===== src/inc/fvsr_pkg.sv =====
/*
  Constants for the volatile status register one block: command codes,
  bit positions and embedded operation kinds.
  Assumes a mode 0 serial command interface with 24-bit addresses.
*/
package fvsr_pkg;
  // Command codes
  localparam logic [7:0] OP_STATUS_ONE_READ_CMD = 8'h05;
  localparam logic [7:0] OP_STATUS_TWO_READ_CMD = 8'h07;
  localparam logic [7:0] OP_ANY_REGISTER_READ_CMD = 8'h65;
  localparam logic [7:0] OP_WRR = 8'h01;
  localparam logic [7:0] OP_ANY_REGISTER_WRITE_CMD = 8'h71;
  localparam logic [7:0] OP_WRITE_ENABLE_CMD = 8'h06;
  localparam logic [7:0] OP_WRITE_DISABLE_CMD = 8'h04;
  localparam logic [7:0] OP_CLEAR_STATUS_CMD_A = 8'h30;
  localparam logic [7:0] OP_CLEAR_STATUS_CMD_B = 8'h82;
  localparam logic [7:0] OP_ESUSP = 8'h75;
  localparam logic [7:0] OP_PSUSP = 8'h85;
  // Bit positions of volatile_status_one
  localparam int BIT_STATUS_WRITE_DISABLE_COPY = 7;
  localparam int BIT_PERR = 6;
  localparam int BIT_EERR = 5;
  localparam int BIT_BP_HI = 4;
  localparam int BIT_BP_LO = 2;
  localparam int BIT_WEL = 1;
  localparam int BIT_BUSY = 0;
  // Byte counts of complete commands, byte counter cap, last bit index and zero values
  localparam logic [2:0] NB_WRR = 3'h2;
  localparam logic [2:0] NB_ADDR = 3'h4;
  localparam logic [2:0] NB_ADDR_DATA = 3'h5;
  localparam logic [2:0] NB_MAX = 3'h7;
  localparam logic [2:0] BIT_LAST = 3'h7;
  localparam logic [2:0] BP_ZERO = 3'h0;
  localparam logic [7:0] READ_ZERO = 8'h00;

  typedef enum logic [2:0] {OPK_NONE, OPK_PROG, OPK_ERASE, OPK_BULK, OPK_NVWR} fvsr_op_t;
endpackage


===== src/verilog/fvsr_status_one.sv =====
/*
  Volatile status register one of a serial flash: serial command front end,
  write enable latch, busy flag, sticky error flags and block protect bits.
  Assumes the array engine, the non-volatile image and the protected-range
  decoder sit outside on clk_sys_i; serial pins arrive asynchronously.
*/
`timescale 1ns/10ps
`default_nettype none
module fvsr_status_one #(
  parameter logic [23:0] VOLATILE_STATUS_ONE_ADDR = 24'h800000,
  parameter logic [7:0] OP_PROG = 8'h02,
  parameter logic [7:0] OP_ERASE = 8'hD8,
  parameter logic [7:0] OP_BULK = 8'h60,
  parameter logic [7:0] OP_SRST = 8'hF0
) (
  // Clock and reset
  input wire logic clk_sys_i,
  input wire logic rst_i,
  // Serial pins
  input wire logic sck_i,
  input wire logic cs_n_i,
  input wire logic si_i,
  input wire logic wp_n_i,
  output logic so_o,
  output logic so_oe_o,
  // Non-volatile image and configuration
  input wire logic status_write_disable_nv_i,
  input wire logic [2:0] nv_block_protect_i,
  input wire logic protect_volatility_select_i,
  input wire logic [7:0] status_two_i,
  output logic nv_bp_write_o,
  output logic [2:0] nv_bp_o,
  // Array engine and protection decoder
  input wire logic prot_hit_i,
  input wire logic op_done_i,
  input wire logic op_fail_i,
  output logic prog_start_o,
  output logic erase_start_o,
  output logic bulk_start_o,
  output logic erase_suspend_o,
  output logic program_suspend_o,
  output logic soft_reset_o,
  output logic [23:0] addr_o,
  // Status view
  output logic [7:0] volatile_status_one_o,
  output logic [2:0] block_protect_o
);
  typedef struct packed {
    logic [2:0] sck;
    logic [2:0] cs;
    logic [1:0] si;
    logic [1:0] wp;
    logic [7:0] sh;
    logic [2:0] bits;
    logic [2:0] nbytes;
    logic [7:0] opc;
    logic [23:0] addr;
    logic [7:0] wdat;
    logic [7:0] osh;
    logic so;
    logic so_oe;
    logic write_enable_latch;
    logic busy;
    logic perr;
    logic eerr;
    logic [2:0] bp;
    fvsr_pkg::fvsr_op_t op;
    logic prog_start;
    logic erase_start;
    logic bulk_start;
    logic nv_wr;
    logic [2:0] nv_bp;
    logic ers_susp;
    logic prg_susp;
    logic srst;
    logic [7:0] status;
    logic [2:0] bp_eff;
  } fvsr_state_t;

  fvsr_state_t q;
  fvsr_state_t d;
  logic sck_rise;
  logic sck_fall;
  logic cs_end;
  logic cmd_end;
  logic busy_ok;
  logic wlock;
  logic [7:0] sr1;

  assign sck_rise = q.sck[1] & ~q.sck[2];
  assign sck_fall = ~q.sck[1] & q.sck[2];
  assign cs_end = q.cs[1] & ~q.cs[2];
  // Only whole bytes count; a frame cut mid-byte does nothing
  assign cmd_end = cs_end && q.bits == 3'h0 && q.nbytes != 3'h0;
  assign busy_ok = q.opc inside {fvsr_pkg::OP_CLEAR_STATUS_CMD_A, fvsr_pkg::OP_CLEAR_STATUS_CMD_B, fvsr_pkg::OP_ESUSP,
                                 fvsr_pkg::OP_PSUSP, OP_SRST};
  assign wlock = status_write_disable_nv_i & ~q.wp[1];
  assign sr1 = {status_write_disable_nv_i, q.perr, q.eerr, q.bp, q.write_enable_latch, q.busy};

  always_comb
  begin
    logic [7:0] byte_in;
    logic [7:0] rd_op;
    logic [23:0] addr_n;
    logic go;
    logic wr_ok;
    byte_in = {q.sh[6:0], q.si[1]};
    rd_op = (q.nbytes == 3'h0) ? byte_in : q.opc;
    addr_n = (q.nbytes >= 3'h1 && q.nbytes <= 3'h3) ? {q.addr[15:0], byte_in} : q.addr;
    go = cmd_end && (!q.busy || busy_ok);
    wr_ok = 1'b0;
    d = q;
    d.sck = {q.sck[1:0], sck_i};
    d.cs = {q.cs[1:0], cs_n_i};
    d.si = {q.si[0], si_i};
    d.wp = {q.wp[0], wp_n_i};
    d.prog_start = 1'b0;
    d.erase_start = 1'b0;
    d.bulk_start = 1'b0;
    d.nv_wr = 1'b0;
    d.ers_susp = 1'b0;
    d.prg_susp = 1'b0;
    d.srst = 1'b0;
    // Copy follows the image when the protect bits are non-volatile, except while our own image write is pending
    if (!protect_volatility_select_i && q.op != fvsr_pkg::OPK_NVWR)
      d.bp = nv_block_protect_i;
    if (q.cs[1])
    begin
      d.bits = 3'h0;
      d.nbytes = 3'h0;
      d.so_oe = 1'b0;
    end
    else if (sck_rise)
    begin
      d.sh = byte_in;
      d.bits = q.bits + 3'h1;
      if (q.bits == fvsr_pkg::BIT_LAST)
      begin
        if (q.nbytes != fvsr_pkg::NB_MAX)
          d.nbytes = q.nbytes + 3'h1;
        if (q.nbytes == 3'h0)
          d.opc = byte_in;
        if (q.nbytes >= 3'h1 && q.nbytes <= 3'h3)
          d.addr = addr_n;
        if ((q.nbytes == 3'h1 && q.opc == fvsr_pkg::OP_WRR) || q.nbytes == 3'h4)
          d.wdat = byte_in;
        // Next byte out is loaded here and leaves on the following falls
        if (rd_op == fvsr_pkg::OP_STATUS_ONE_READ_CMD)
        begin
          d.osh = sr1;
          d.so_oe = 1'b1;
        end
        else if (rd_op == fvsr_pkg::OP_STATUS_TWO_READ_CMD)
        begin
          d.osh = status_two_i;
          d.so_oe = 1'b1;
        end
        else if (rd_op == fvsr_pkg::OP_ANY_REGISTER_READ_CMD && q.nbytes >= 3'h3)
        begin
          d.osh = (addr_n == VOLATILE_STATUS_ONE_ADDR) ? sr1 : fvsr_pkg::READ_ZERO;
          d.so_oe = 1'b1;
        end
      end
    end
    else if (sck_fall)
    begin
      d.so = q.osh[7];
      d.osh = {q.osh[6:0], 1'b0};
    end
    if (go)
    begin
      wr_ok = q.write_enable_latch && !wlock;
      if (q.opc == fvsr_pkg::OP_WRITE_ENABLE_CMD)
        d.write_enable_latch = 1'b1;
      else if (q.opc == fvsr_pkg::OP_WRITE_DISABLE_CMD)
        d.write_enable_latch = 1'b0;
      else if (q.opc == fvsr_pkg::OP_CLEAR_STATUS_CMD_A || q.opc == fvsr_pkg::OP_CLEAR_STATUS_CMD_B)
      begin
        d.perr = 1'b0;
        d.eerr = 1'b0;
        if (q.perr || q.eerr)
        begin
          d.busy = 1'b0;
          d.op = fvsr_pkg::OPK_NONE;
        end
      end
      else if (q.opc == fvsr_pkg::OP_ESUSP)
        d.ers_susp = q.busy && (q.op == fvsr_pkg::OPK_ERASE || q.op == fvsr_pkg::OPK_BULK);
      else if (q.opc == fvsr_pkg::OP_PSUSP)
        d.prg_susp = q.busy && q.op == fvsr_pkg::OPK_PROG;
      else if (q.opc == OP_SRST)
      begin
        d.srst = 1'b1;
        d.write_enable_latch = 1'b0;
        d.busy = 1'b0;
        d.perr = 1'b0;
        d.eerr = 1'b0;
        d.op = fvsr_pkg::OPK_NONE;
      end
      else if (wr_ok && ((q.opc == fvsr_pkg::OP_WRR && q.nbytes >= fvsr_pkg::NB_WRR) ||
               (q.opc == fvsr_pkg::OP_ANY_REGISTER_WRITE_CMD && q.nbytes >= fvsr_pkg::NB_ADDR_DATA && q.addr == VOLATILE_STATUS_ONE_ADDR)))
      begin
        // Only bits 4:2 take write data; flags keep theirs; the latch clears if volatile, else busy sets for the image write
        d.bp = q.wdat[fvsr_pkg::BIT_BP_HI:fvsr_pkg::BIT_BP_LO];
        if (protect_volatility_select_i)
          d.write_enable_latch = 1'b0;
        else
        begin
          d.nv_wr = 1'b1;
          d.nv_bp = q.wdat[fvsr_pkg::BIT_BP_HI:fvsr_pkg::BIT_BP_LO];
          d.busy = 1'b1;
          d.op = fvsr_pkg::OPK_NVWR;
        end
      end
      else if (q.write_enable_latch && q.opc == OP_PROG && q.nbytes >= fvsr_pkg::NB_ADDR_DATA)
      begin
        d.busy = 1'b1;
        d.op = fvsr_pkg::OPK_PROG;
        if (prot_hit_i)
          d.perr = 1'b1;
        else
          d.prog_start = 1'b1;
      end
      else if (q.write_enable_latch && q.opc == OP_ERASE && q.nbytes >= fvsr_pkg::NB_ADDR)
      begin
        d.busy = 1'b1;
        d.op = fvsr_pkg::OPK_ERASE;
        if (prot_hit_i)
          d.eerr = 1'b1;
        else
          d.erase_start = 1'b1;
      end
      else if (q.write_enable_latch && q.opc == OP_BULK && q.bp_eff == fvsr_pkg::BP_ZERO)
      begin
        // Protected sectors met inside are skipped by the engine, no error
        d.bulk_start = 1'b1;
        d.busy = 1'b1;
        d.op = fvsr_pkg::OPK_BULK;
      end
    end
    // Completion after clear-status so a same-cycle error still lands
    if (q.busy && op_done_i && q.op != fvsr_pkg::OPK_NONE && !d.srst)
    begin
      if (op_fail_i)
      begin
        // Latch may stay set after a failure; the host clears it
        if (q.op == fvsr_pkg::OPK_ERASE || q.op == fvsr_pkg::OPK_BULK)
          d.eerr = 1'b1;
        else
          d.perr = 1'b1;
      end
      else if (!q.perr && !q.eerr)
      begin
        d.busy = 1'b0;
        d.write_enable_latch = 1'b0;
        d.op = fvsr_pkg::OPK_NONE;
      end
    end
    d.bp_eff = protect_volatility_select_i ? d.bp : nv_block_protect_i;
    d.status = {status_write_disable_nv_i, d.perr, d.eerr, d.bp, d.write_enable_latch, d.busy};
    if (rst_i)
    begin
      d = '0;
      d.bp = nv_block_protect_i;
      d.cs = 3'h7; // Idle level, else a false frame end follows reset
      d.status = {status_write_disable_nv_i, 2'h0, nv_block_protect_i, 2'h0};
    end
  end

  always_ff @(posedge clk_sys_i)
  begin
    q <= d;
  end

  assign so_o = q.so;
  assign so_oe_o = q.so_oe;
  assign nv_bp_write_o = q.nv_wr;
  assign nv_bp_o = q.nv_bp;
  assign prog_start_o = q.prog_start;
  assign erase_start_o = q.erase_start;
  assign bulk_start_o = q.bulk_start;
  assign erase_suspend_o = q.ers_susp;
  assign program_suspend_o = q.prg_susp;
  assign soft_reset_o = q.srst;
  assign addr_o = q.addr;
  assign volatile_status_one_o = q.status;
  assign block_protect_o = q.bp_eff;
endmodule
`default_nettype wire


===== config.mk =====
export PLATFORM = sky130hd
export DESIGN_NAME = fvsr_status_one
export DESIGN_NICKNAME = d
export VERILOG_FILES = /design/src/inc/fvsr_pkg.sv /design/src/verilog/fvsr_status_one.sv
export SDC_FILE = /design/constraint.sdc
export NUM_CORES = 1
export LEC_CHECK = 0
export ABC_AREA = 1
export BUFFER_PORTS_ARGS = -buffer_cell sky130_fd_sc_hd__buf_4
export CAP_MARGIN = 10
export CORE_MARGIN = 2
export CORE_UTILIZATION = 52
export DETAILED_ROUTE_END_ITERATION = 6
export HOLD_SLACK_MARGIN = 0.08
export PLACE_DENSITY = 0.82
export RECOVER_POWER = 25
export SYNTH_ARGS = -nofsm -noshare
export SYNTH_HDL_FRONTEND = slang
export SYNTH_SLANG_ARGS = --single-unit

===== constraint.sdc =====
create_clock -name clk_sys_i -period 2.1 [get_ports clk_sys_i]
set_clock_uncertainty 0.2 [all_clocks]
set_input_delay 0.525 -clock clk_sys_i [delete_from_list [all_inputs] [get_ports clk_sys_i]]
set_output_delay 0.525 -clock clk_sys_i [all_outputs]
set_load 0.02 [all_outputs]

# Yosys cells after proc, flatten, opt, wreduce, memory -nomap -nowiden
# Cells that the tools add are included.
dict set report op_classes {
  n_addsub 2
  magnitude_cmp 6
  n_eq_ne 27
  muxes 78
  bitwise 21
  n_reduce_logical 60
}
# cell count
set op_table {}
lappend op_table {{$mux W3} 19}
lappend op_table {{$mux W8} 7}
lappend op_table {{$mux W51} 1}
lappend op_table {{$eq A24 B24 Y1 const B} 2}
lappend op_table {{$mux W24} 2}
lappend op_table {{$mux W19} 2}
lappend op_table {{$mux W17} 2}
lappend op_table {{$eq A8 B3 Y1 const B} 4}
lappend op_table {{$eq A8 B7 Y1 const B} 4}
lappend op_table {{$eq A8 B8 Y1 const B} 4}
lappend op_table {{$mux W1} 30}
lappend op_table {{$mux W27} 1}
lappend op_table {{$logic_and A1 B1 Y1} 24}
lappend op_table {{$reduce_or A11 Y1} 2}
lappend op_table {{$mux W20} 1}
lappend op_table {{$not A1 Y1} 17}
lappend op_table {{$mux W4} 4}
lappend op_table {{$mux W2} 6}
lappend op_table {{$reduce_and A3 Y1} 4}
lappend op_table {{$reduce_and A4 Y1} 3}
lappend op_table {{$mux W10} 1}
lappend op_table {{$reduce_or A10 Y1} 1}
lappend op_table {{$logic_not A3 Y1} 3}
lappend op_table {{$mux W9} 1}
lappend op_table {{other kinds (27)} 49}
dict set report word_totals {
  register_bits 104
  inputBits 22
  out_inout_bits 47
  elab_cells 224
}

# Longest topological paths before layout
# Gate-level depths: netlist (run 1).
dict set report logic_depth {
  word_depth 18
  mapped_depth 17
  ltp_nobuf 16
}

# Worst setup path after synthesis (run 1)
# OpenSTA, ideal clock, no wires.
dict set report synth_timing {
  kind {reg-to-reg}
  from {reg q[82] in the netlist's numbering}
  to {reg q[38] in the netlist's numbering}
  setup_time_ns 0.134
  t_arrival_ns 1.894
  required_time_ns 1.766
  setup_slack_ns -0.128
  stages_incl_launch_ff 17
  path_buffers 1
  synth_period_minus_slack_ns 2.228
  cell_sequence {dfxtp_1 -> inv_2 -> ha_1 -> inv_2 -> nor2_2 -> nand2_1 -> nand2_1 -> nand2_2 -> nor2_4 -> nand2_2 -> nand2_2 -> nand2_2 -> nand2_4 -> nand2_4 -> buf_6 -> o21ai_0 -> a21oi_1}
}
dict set report synth_between {
  elab_chain_len 10
  word_cells_on_any_way 20
  classes_between {3 x order compare; 5 x eq/ne; 8 x mux; 4 x reduce/logical}
}
# element line_no
set synth_rtl {}
lappend synth_rtl {{start, declared} fvsr_status_one.sv:80} ;# fvsr_state_t q;
lappend synth_rtl {{start signal, assigned} fvsr_status_one.sv:272} ;# q <= d;
lappend synth_rtl {{$ge A3 B1 Y1 or $le A3 B2 Y1 (tied branches)} fvsr_status_one.sv:109} ;# addr_n = (q.nbytes >= 3'h1 && q.nbytes <= 3'h3) ? {q.addr[15:0], byte_in} : q.addr;
lappend synth_rtl {{$logic_and A1 B1 Y1} fvsr_status_one.sv:109}
lappend synth_rtl {{$mux W24} fvsr_status_one.sv:109}
lappend synth_rtl {{$eq A24 B24 Y1} fvsr_status_one.sv:160} ;# d.osh = (addr_n == VOLATILE_STATUS_ONE_ADDR) ? sr1 : fvsr_pkg::READ_ZERO;
lappend synth_rtl {{$mux W8} fvsr_status_one.sv:160}
lappend synth_rtl {{$mux W8} fvsr_status_one.sv:158} ;# else if (rd_op == fvsr_pkg::OP_ANY_REGISTER_READ_CMD && q.nbytes >= 3'h3)
lappend synth_rtl {{$mux W8} fvsr_status_one.sv:153} ;# else if (rd_op == fvsr_pkg::OP_STATUS_TWO_READ_CMD)
lappend synth_rtl {{$mux W8} fvsr_status_one.sv:148} ;# if (rd_op == fvsr_pkg::OP_STATUS_ONE_READ_CMD)
lappend synth_rtl {{$mux W51} fvsr_status_one.sv:137} ;# if (q.bits == fvsr_pkg::BIT_LAST)
lappend synth_rtl {{$mux W8} fvsr_status_one.sv:133} ;# else if (sck_rise)
# Several ways; a longest one is shown, not always the timed one. The select of a mux whose other input is x is not followed.
# A chain may end at the register's enable or synchronous reset.

# Worst setup path in the final report (run 1)
dict set report layout_timing {
  from {reg q[82] in the netlist's numbering}
  to {reg q[39] in the netlist's numbering}
}
# The elaborated chain is that of the path after synthesis.

==> key figures, run 1 <==
Run status
  – Outcome: complete, but fails checks
  – Failing checks: setup timing

CTS
  – Total CTS buffers: 9
  – Deepest clock path buffer count: 2
  – CTS tree: yes
  – Clk sink count: slightly above 90
  – Clock root cell: clkbuf_8
  – # H-tree levels: 3
  – Clock slew at reported path FFs: approximately 0.1 ns
  – Clock latency on the worst-skew pair: 0.37 ns

Die
  – Die width: just over 100 µm
  – Initial Utilization: between 50% and 60%
  – Die Footprint: approximately 11000 µm²
  – Die Span Y: ~100 µm
  – Row count: 36
  – Ports: 69
  – Core Box Area: 9640 µm²

Synth
  – #FFs+latches synth: 92
  – Post-Synthesis Cells: 753
  – Synth Warn #: 0
  – Syn Area/Cell: 6.78 µm²
  – Mux share of post-synthesis cell area: less than 1%
  – Simple-gate share of the synthesized area: 28.8%
  – Post-synth EDFFs: 0
  – Synthesized Nets: just under 800
  – Post-Synth Adder-Cell Area: approximately 2.5%
  – Asr flop ratio synth: 0%
  – Xor-xnor portion of the synthesized cell area: 0%
  – Largest family of logic cells by synthesized area: simple AND/OR/NAND/NOR gates
  – Compound-Gate Fraction of Synth Area: between 10% and 20%
  – Top FF cell, synth: dfxtp_1
  – Yosys cell types: 38
  – Synthesized area: ~5100 µm²
  – Sequential area share after synthesis: between 30% and 40%

Worst setup path
  – Worst Path Arrival: 2.51 ns
  – Crit path cell chain: inv_4 -> ha_4 -> buf_12 -> nand2_8 -> nand2_1 -> nand2_2 -> nand2_2 -> nor2_4 -> a21oi_2 -> nand3_2 -> o21ai_4 -> nand2_1 -> nand2_1 -> nand2_2 -> a21oi_2
  – Slowest cell delay on critical path: between 0.3 and 0.4 ns
  – Slowest CP cell: dfxtp_4
  – Worst-path fanout max: 10
  – Crit Path Class: reg2reg
  – Startpoint types: flop
  – Worst EP required: about 2.2 ns
  – Crit-path leading delay family: simple AND/OR/NAND/NOR gates
  – WP buf/inv: 2
  – CP endpoint kind: flop

Timing
  – Setup TNS Final: -2.86 ns
  – Worst Hold Margin: between 0.1 and 0.15 ns
  – Setup slack after layout: -0.298 ns
  – Setup Viol. Count Final: 21
  – Minimum clock period: around 2.4 ns
  – Max Clock Freq: ~0.42 GHz
  – Worst-Margin Slew: around 0.57 ns
  – Fin. Hold Viols: 0
  – Max_slew headroom: around 62%
  – Pins Over Slew Limit: 0
  – Fin crit share: 114%
  – RSZ-0062 raised after global routing: yes

Global route
  – First-pass GRT wire length: about 24 mm
  – Grt total ovfl: 0
  – Initial antenna violation count: 0
  – Number of global-route vias before repair: between 4000 and 5000
  – Largest net degree at the start of global routing: 52
  – All-Layer GR Usage: between 20% and 30%

Route
  – Mean routed wirelength per cell: between 15 and 20 µm
  – Routed Antenna Nets: 0
  – Vias per inst: around 5.4
  – Pre-antenna DRT Iters: 5
  – Starting DRC count in detailed routing: approximately 400
  – Post-Route WL: about 16 mm
  – Detailed-route DRC error count: 0
  – Routed vias: between 5000 and 6000

Worst hold path
  – Worst Hold Class: in2reg

Pwr
  – LEAKAGE: approximately 3.0 nW
  – Power Density: between 500 and 600 nW/µm²
  – VDD IR-drop max: 0.000448 V

Layout
  – Synthesis-to-layout area growth: 32.1%
  – Final instance area: approximately 6700 µm²
  – Final nets: a little under 900
  – Diode count: 0
  – Share of cells above drive strength 1: between 30% and 40%

Place
  – Placer Congestion: about 1
  – Area after DPL: between 6000 and 7000 µm²
  – I/O Buffers: about 70
  – Post-Place Setup Slack: -0.377 ns
  – DP HPWL: about 11 mm

Job
  – MaxCap Viol Count: 0
final timing paths:
kind / start / end / slack [ns] / depth (start not counted)
worst max-delay path: q[82]$_SDFFE_PP0P_ / q[39]$_SDFFE_PP0P_ / -0.30 / 15
worst min-delay path: cs_n_i / q[99]$_SDFF_PP1_ / 0.14 / 2
worst max register to register: q[82]$_SDFFE_PP0P_ / q[39]$_SDFFE_PP0P_ / -0.30 / 15
worst min register to register: q[102]$_SDFF_PP0_ / q[103]$_SDFF_PP0_ / 0.21 / 2
flip-flops by register name (all words and copies together) (netlist names), 3 cells and up:
register and count:
addr_o 24, q 48, volatile_status_one_o 5, nv_bp_o 3, block_protect_o 3
layer usage:
| metal | GRT usage (%) | part of all wire [%] | vias to the layer above |
|---|---|---|---|
| li1 | - | - | 2616 |
| met1 | 37.4 | 42 | 2515 |
| met2 | 47.5 | 50 | 209 |
| met3 | 6.71 | 7.1 | 31 |
| met4 | 7.39 | 1.7 | 0 |
| met5 | 0 | 0 | - |
stage by stage:
| stage | cells | total power, mW | util [%] |
|---|---|---|---|
| global route | 996 | 3.47 | 69.9 |
| global placement | 974 | 2.00 | 62.8 |
| floorplan | 753 | 1.93 | - |
| finish | 996 | 3.39 | 69.9 |
| detailed placement | 974 | 2.01 | 62.8 |
| CTS | 994 | 3.37 | 66.8 |
logic make-up (layout without fill, tap and decap cells):
kind of cell / after synthesis / after routing
AO/OA/AOI/OAI: 161 / 161
flip-flops: 92 / 92
buffers and inverters: 159 / 268
multiplexers: 3 / 3
AND/OR/NAND/NOR: 328 / 329
adder cells (fa/ha/maj): 10 / 10
synthesized netlist by cell type (all sizes together) (2+ instances only):
| library cell | n | area (µm²) |
|---|---|---|
| nor3 | 16 | 85.1 |
| inv | 98 | 368 |
| mux2 | 3 | 33.8 |
| nand3 | 43 | 215 |
| o21ai | 74 | 389 |
| buf | 48 | 354 |
| a211oi | 2 | 15.0 |
| ha | 10 | 125 |
| or2 | 2 | 12.5 |
| dfxtp | 92 | 1840 |
| nand2 | 169 | 701 |
| a21oi | 77 | 404 |
| nand4 | 15 | 93.8 |
| a31oi | 4 | 25.0 |
| nor4 | 6 | 37.5 |
| clkbuf | 13 | 48.8 |
| nor2 | 75 | 309 |
placed cells by master (no fill, tap or decap), drive strengths merged, types with 2 or more instances in the layout:
cell type,count
nand3,43
nor4,6
clkbuf,11
bufinv,2
or2,2
ha,10
dfxtp,92
nor2,75
a31oi,4
o21ai,74
nand2,170
nand4,15
a211oi,2
buf,153
a21oi,77
mux2,3
inv,100
nor3,16
worst reg2reg max path, stage by stage, from the launching register on:
cell and delay (ns):
dfxtp_4 0.38, inv_4 0.08, ha_4 0.18, buf_12 0.12, nand2_8 0.08, nand2_1 0.10
nand2_2 0.09, nand2_2 0.11, nor2_4 0.05, a21oi_2 0.15, nand3_2 0.11, o21ai_4 0.31
nand2_1 0.10, nand2_1 0.09, nand2_2 0.07, a21oi_2 0.13
repair_timing:
item                       in CTS  in global routing
pin swaps                      16                 22
buffers inserted                2                  2
gates cloned                    2                  0
setup endpoints to repair      54                 51
resized for setup              44                 78
hold buffers                    0                  0
report_power, final:
group / total (mW) / internal, mW / switching, mW / leakage, nW
clock network: 1.40 / 0.714 / 0.687 / 0.113
logic: 0.204 / 0.0876 / 0.116 / 2.12
registers: 1.78 / 1.76 / 0.0162 / 0.749
cell type report:
type                    count  area [µm²]
clock buffers              10         138
well taps                 133         166
inverters                  98         388
multi-input cells         503        2890
fillers                   776        2900
clock inverters             6        93.8
flip-flops and latches     92        1850
repair buffers            154        1210
(Power assumes the default switching activity.)
==> run 2, diff against run 1 <==
==> constraint.sdc (replaced) <==
create_clock -name clk_sys_i -period 2.1 [get_ports clk_sys_i]
set_clock_uncertainty 0.2 [all_clocks]
set_input_delay 0.105 -clock clk_sys_i [delete_from_list [all_inputs] [get_ports clk_sys_i]]
set_output_delay 0.105 -clock clk_sys_i [all_outputs]
set_load 0.02 [all_outputs]
==> run 2 against run 1 <==
  * The run still ends with setup timing left
  * Clock-buffer cell count rose by 2
  * Die area stayed put
  * Cell area grew 3.9%
  * Critical endpoint is now q[34]$_SDFFE_PP0P_
  * Worst setup slack got worse by 0.025 ns
==> key figures, run 2 (same netlist as run 1, synthesis figures left out) <==
Pwr
  – Switching part of the total: 24.0% (-0.20 points)
  – VDD IR-drop max: 0.000424 V (-5.2%)
  – Internal: 2.49 mW (-3.1%)
  – Reg power frac: 54.4% (+1.8 points)
  – LEAKAGE: 3.06 nW (+2.4%)
  – NetSw: 0.786 mW (-4.1%)
  – Total power: 3.27 mW (-3.3%)
  – Logic pwr share: 7.5% (+1.5 points)
  – Clock network fraction of design power: 38.1% (-3.3 points)
  – Power Density: 468 nW/µm² (-6.9%)

Route
  – Post-Route WL: 17.2 mm (+10%)
  – Mean routed wirelength per cell: 16.7 µm (+6.4%)
  – Detailed-route DRC error count: 0 (unchanged)
  – Starting DRC count in detailed routing: 595 (+51%)
  – Pre-antenna DRT Iters: 7 (+2)
  – Vias per inst: 5.54 (+2.8%)
  – Routed Antenna Nets: 0 (unchanged)
  – Routed vias: 5702 (+6.2%)

CTS
  – Clock root cell: clkbuf_8
  – Clock latency on the worst-skew pair: 0.37 ns (about the same)
  – Deepest clock path buffer count: 2 (unchanged)
  – Clk sink count: 92 (unchanged)
  – # H-tree levels: 3 (unchanged)
  – Total CTS buffers: 9 (unchanged)
  – CTS tree: yes
  – Clock slew at reported path FFs: 0.09 ns (about the same)

Timing
  – Fin crit share: 115% (+1.2 points)
  – Max_slew headroom: 49.1% (-13 points)
  – RSZ-0062 raised after global routing: yes
  – Setup Viol. Count Final: 22 (+4.8%)
  – Max Clock Freq: 0.413 GHz (-1.0%)
  – Worst Hold Margin: 0.215 ns (+0.0773 ns)
  – Pins Over Slew Limit: 0 (unchanged)
  – Minimum clock period: 2.42 ns (+0.0247 ns)
  – Setup slack after layout: -0.323 ns (-0.0247 ns)
  – Worst-Margin Slew: 0.761 ns (+0.193 ns)
  – Fin. Hold Viols: 0 (unchanged)

Worst setup path
  – Reg2Reg Depth: 14 (-1)
  – Slowest CP cell: dfxtp_4
  – Stages on the worst setup path: 14 (-1)
  – Crit Path Class: reg2reg
  – Crit path cell chain: ha_4 -> ha_4 -> inv_4 -> nand3_4 -> buf_6 -> nand3_2 -> nand2_2 -> a21oi_2 -> nand3_2 -> o21ai_4 -> nand2_1 -> nand2_1 -> nand2_1 -> a21oi_2
  – Worst reg2reg setup slack: -0.32 ns (-0.02 ns)
  – Slowest cell delay on critical path: 0.39 ns (about the same)
  – Crit-path leading delay family: simple AND/OR/NAND/NOR gates
  – Worst Path Arrival: 2.53 ns (+0.02 ns)
  – WP buf/inv: 2 (unchanged)
  – R2r endpoint: q[34]$_SDFFE_PP0P_
  – Worst reg2reg path startpoint: q[81]$_SDFFE_PP0P_
  – CP endpoint: q[34]$_SDFFE_PP0P_
  – CP endpoint kind: flop
  – Worst-path fanout max: 8 (-2)
  – CP startpoint: q[81]$_SDFFE_PP0P_
  – Startpoint types: flop
  – Worst EP required: 2.21 ns (about the same)
  – Worst path most repeated cell: nand2_1

Layout
  – Most common cell after layout, fill and taps aside: buf_4
  – Synthesis-to-layout area growth: 37.2%
  – Share of cells above drive strength 1: 31.6% (-2.0 points)
  – Final instance area: 7000 µm² (+3.9%)
  – Largest register FFs: 48 (unchanged)
  – Commonest non-fill, non-tap cells in the layout: 135 x buf_4, 126 x nand2_1, 89 x inv_1, 87 x dfxtp_1, 68 x a21oi_1
  – Top reg by flops: q
  – Diode count: 0 (unchanged)
  – Final nets: 924 (+3.8%)
  – Filler cells: 709 (-8.6%)

Global route
  – Largest net degree at the start of global routing: 46 (-12%)
  – All-Layer GR Usage: 30.6% (+2.0 points)
  – Grt total ovfl: 0 (unchanged)
  – First-pass GRT wire length: 25.4 mm (+7.0%)
  – Number of global-route vias before repair: 5287 (+6.4%)
  – Initial antenna violation count: 0 (unchanged)

Run status
  – Outcome: complete, but fails checks
  – Failing checks: setup timing

Place
  – Placer Congestion: 0.991 (+1.2%)
  – DP HPWL: 11.2 mm (+1.1%)
  – Area after DPL: 6030 µm² (-0.37%)
  – I/O Buffers: 68 (unchanged)

Die
  – Die Span Y: 103 µm (unchanged)
  – Row count: 36 (unchanged)
  – Die Footprint: 10600 µm² (unchanged)
  – Initial Utilization: 52.9% (unchanged)
  – Core Box Area: 9640 µm² (unchanged)
  – Die width: 103 µm (unchanged)
  – Ports: 69 (unchanged)

Worst hold path
  – Worst Hold Class: reg2reg

Job
  – MaxCap Viol Count: 0 (unchanged)
[run 2: routing by layer]
metal / wire length, µm / GRT usage (%)
met5: 0 / 0
met2: 8510 / 51.4
met4: 449 / 10.0
met1: 6850 / 39.2
met3: 1410 / 6.51
[run 2: what timing repair did]
action / CTS / global route
endpoints found under the hold margin: 43 / 0
hold buffers: 24 / 0
buffers inserted: 5 / 9
gates cloned: 4 / 1
gates resized for setup: 74 / 47
setup endpoints to repair: 55 / 66
pin swaps: 24 / 24
[run 2: worst min path at each step]
stage,slack [ns],startpoint,endpoint,depth (start not counted)
floorplan,-0.07,status_write_disable_nv_i,volatile_status_one_o[7]$_DFF_P_,0
global placement,0.04,status_write_disable_nv_i,volatile_status_one_o[7]$_DFF_P_,1
detailed placement,0.04,status_write_disable_nv_i,volatile_status_one_o[7]$_DFF_P_,1
CTS,0.21,status_write_disable_nv_i,volatile_status_one_o[7]$_DFF_P_,2
global route,0.24,q[95]$_SDFF_PP0_,q[96]$_SDFF_PP0_,2
finish,0.22,q[97]$_SDFF_PP0_,q[98]$_SDFF_PP0_,2
[run 2: power groups by stage]
stage	sequential, mW	combinational [mW]	clock (mW)
floorplan	1.82	0.111	0
global placement	1.82	0.175	0
detailed placement	1.82	0.181	0
CTS	1.78	0.229	1.26
global route	1.78	0.259	1.32
finish	1.78	0.244	1.25
[run 2: area by class of cell]
class	instances	area [µm²]	area share [%]
timing repair buffer	186	1490	21.3
inverter	98	385	5.50
clock inverter	3	46.3	0.661
clock buffer	12	155	2.22
sequential	92	1850	26.5
tap	133	166	2.38
multi-input combinational	505	2900	41.4
[run 2: stage by stage]
stage / std cells / util (%) / setup slack, ns / TNS, ns
after global placement: 971 / 62.6 / -0.325 / -5.59
after detailed placement: 971 / 62.6 / -0.359 / -6.89
after CTS: 1019 / 70.2 / -0.161 / -1.43
after floorplan: 753 / - / 0.00370 / 0
final: 1029 / 72.6 / -0.323 / -3.48
after global routing: 1029 / 72.6 / -0.490 / -6.39
[run 2: worst min-delay path, delay by kind of cell (launching register included)]
family        cells  cell delay (ns)
flops             1             0.31
simple gates      1             0.03
buf+inv           1             0.04
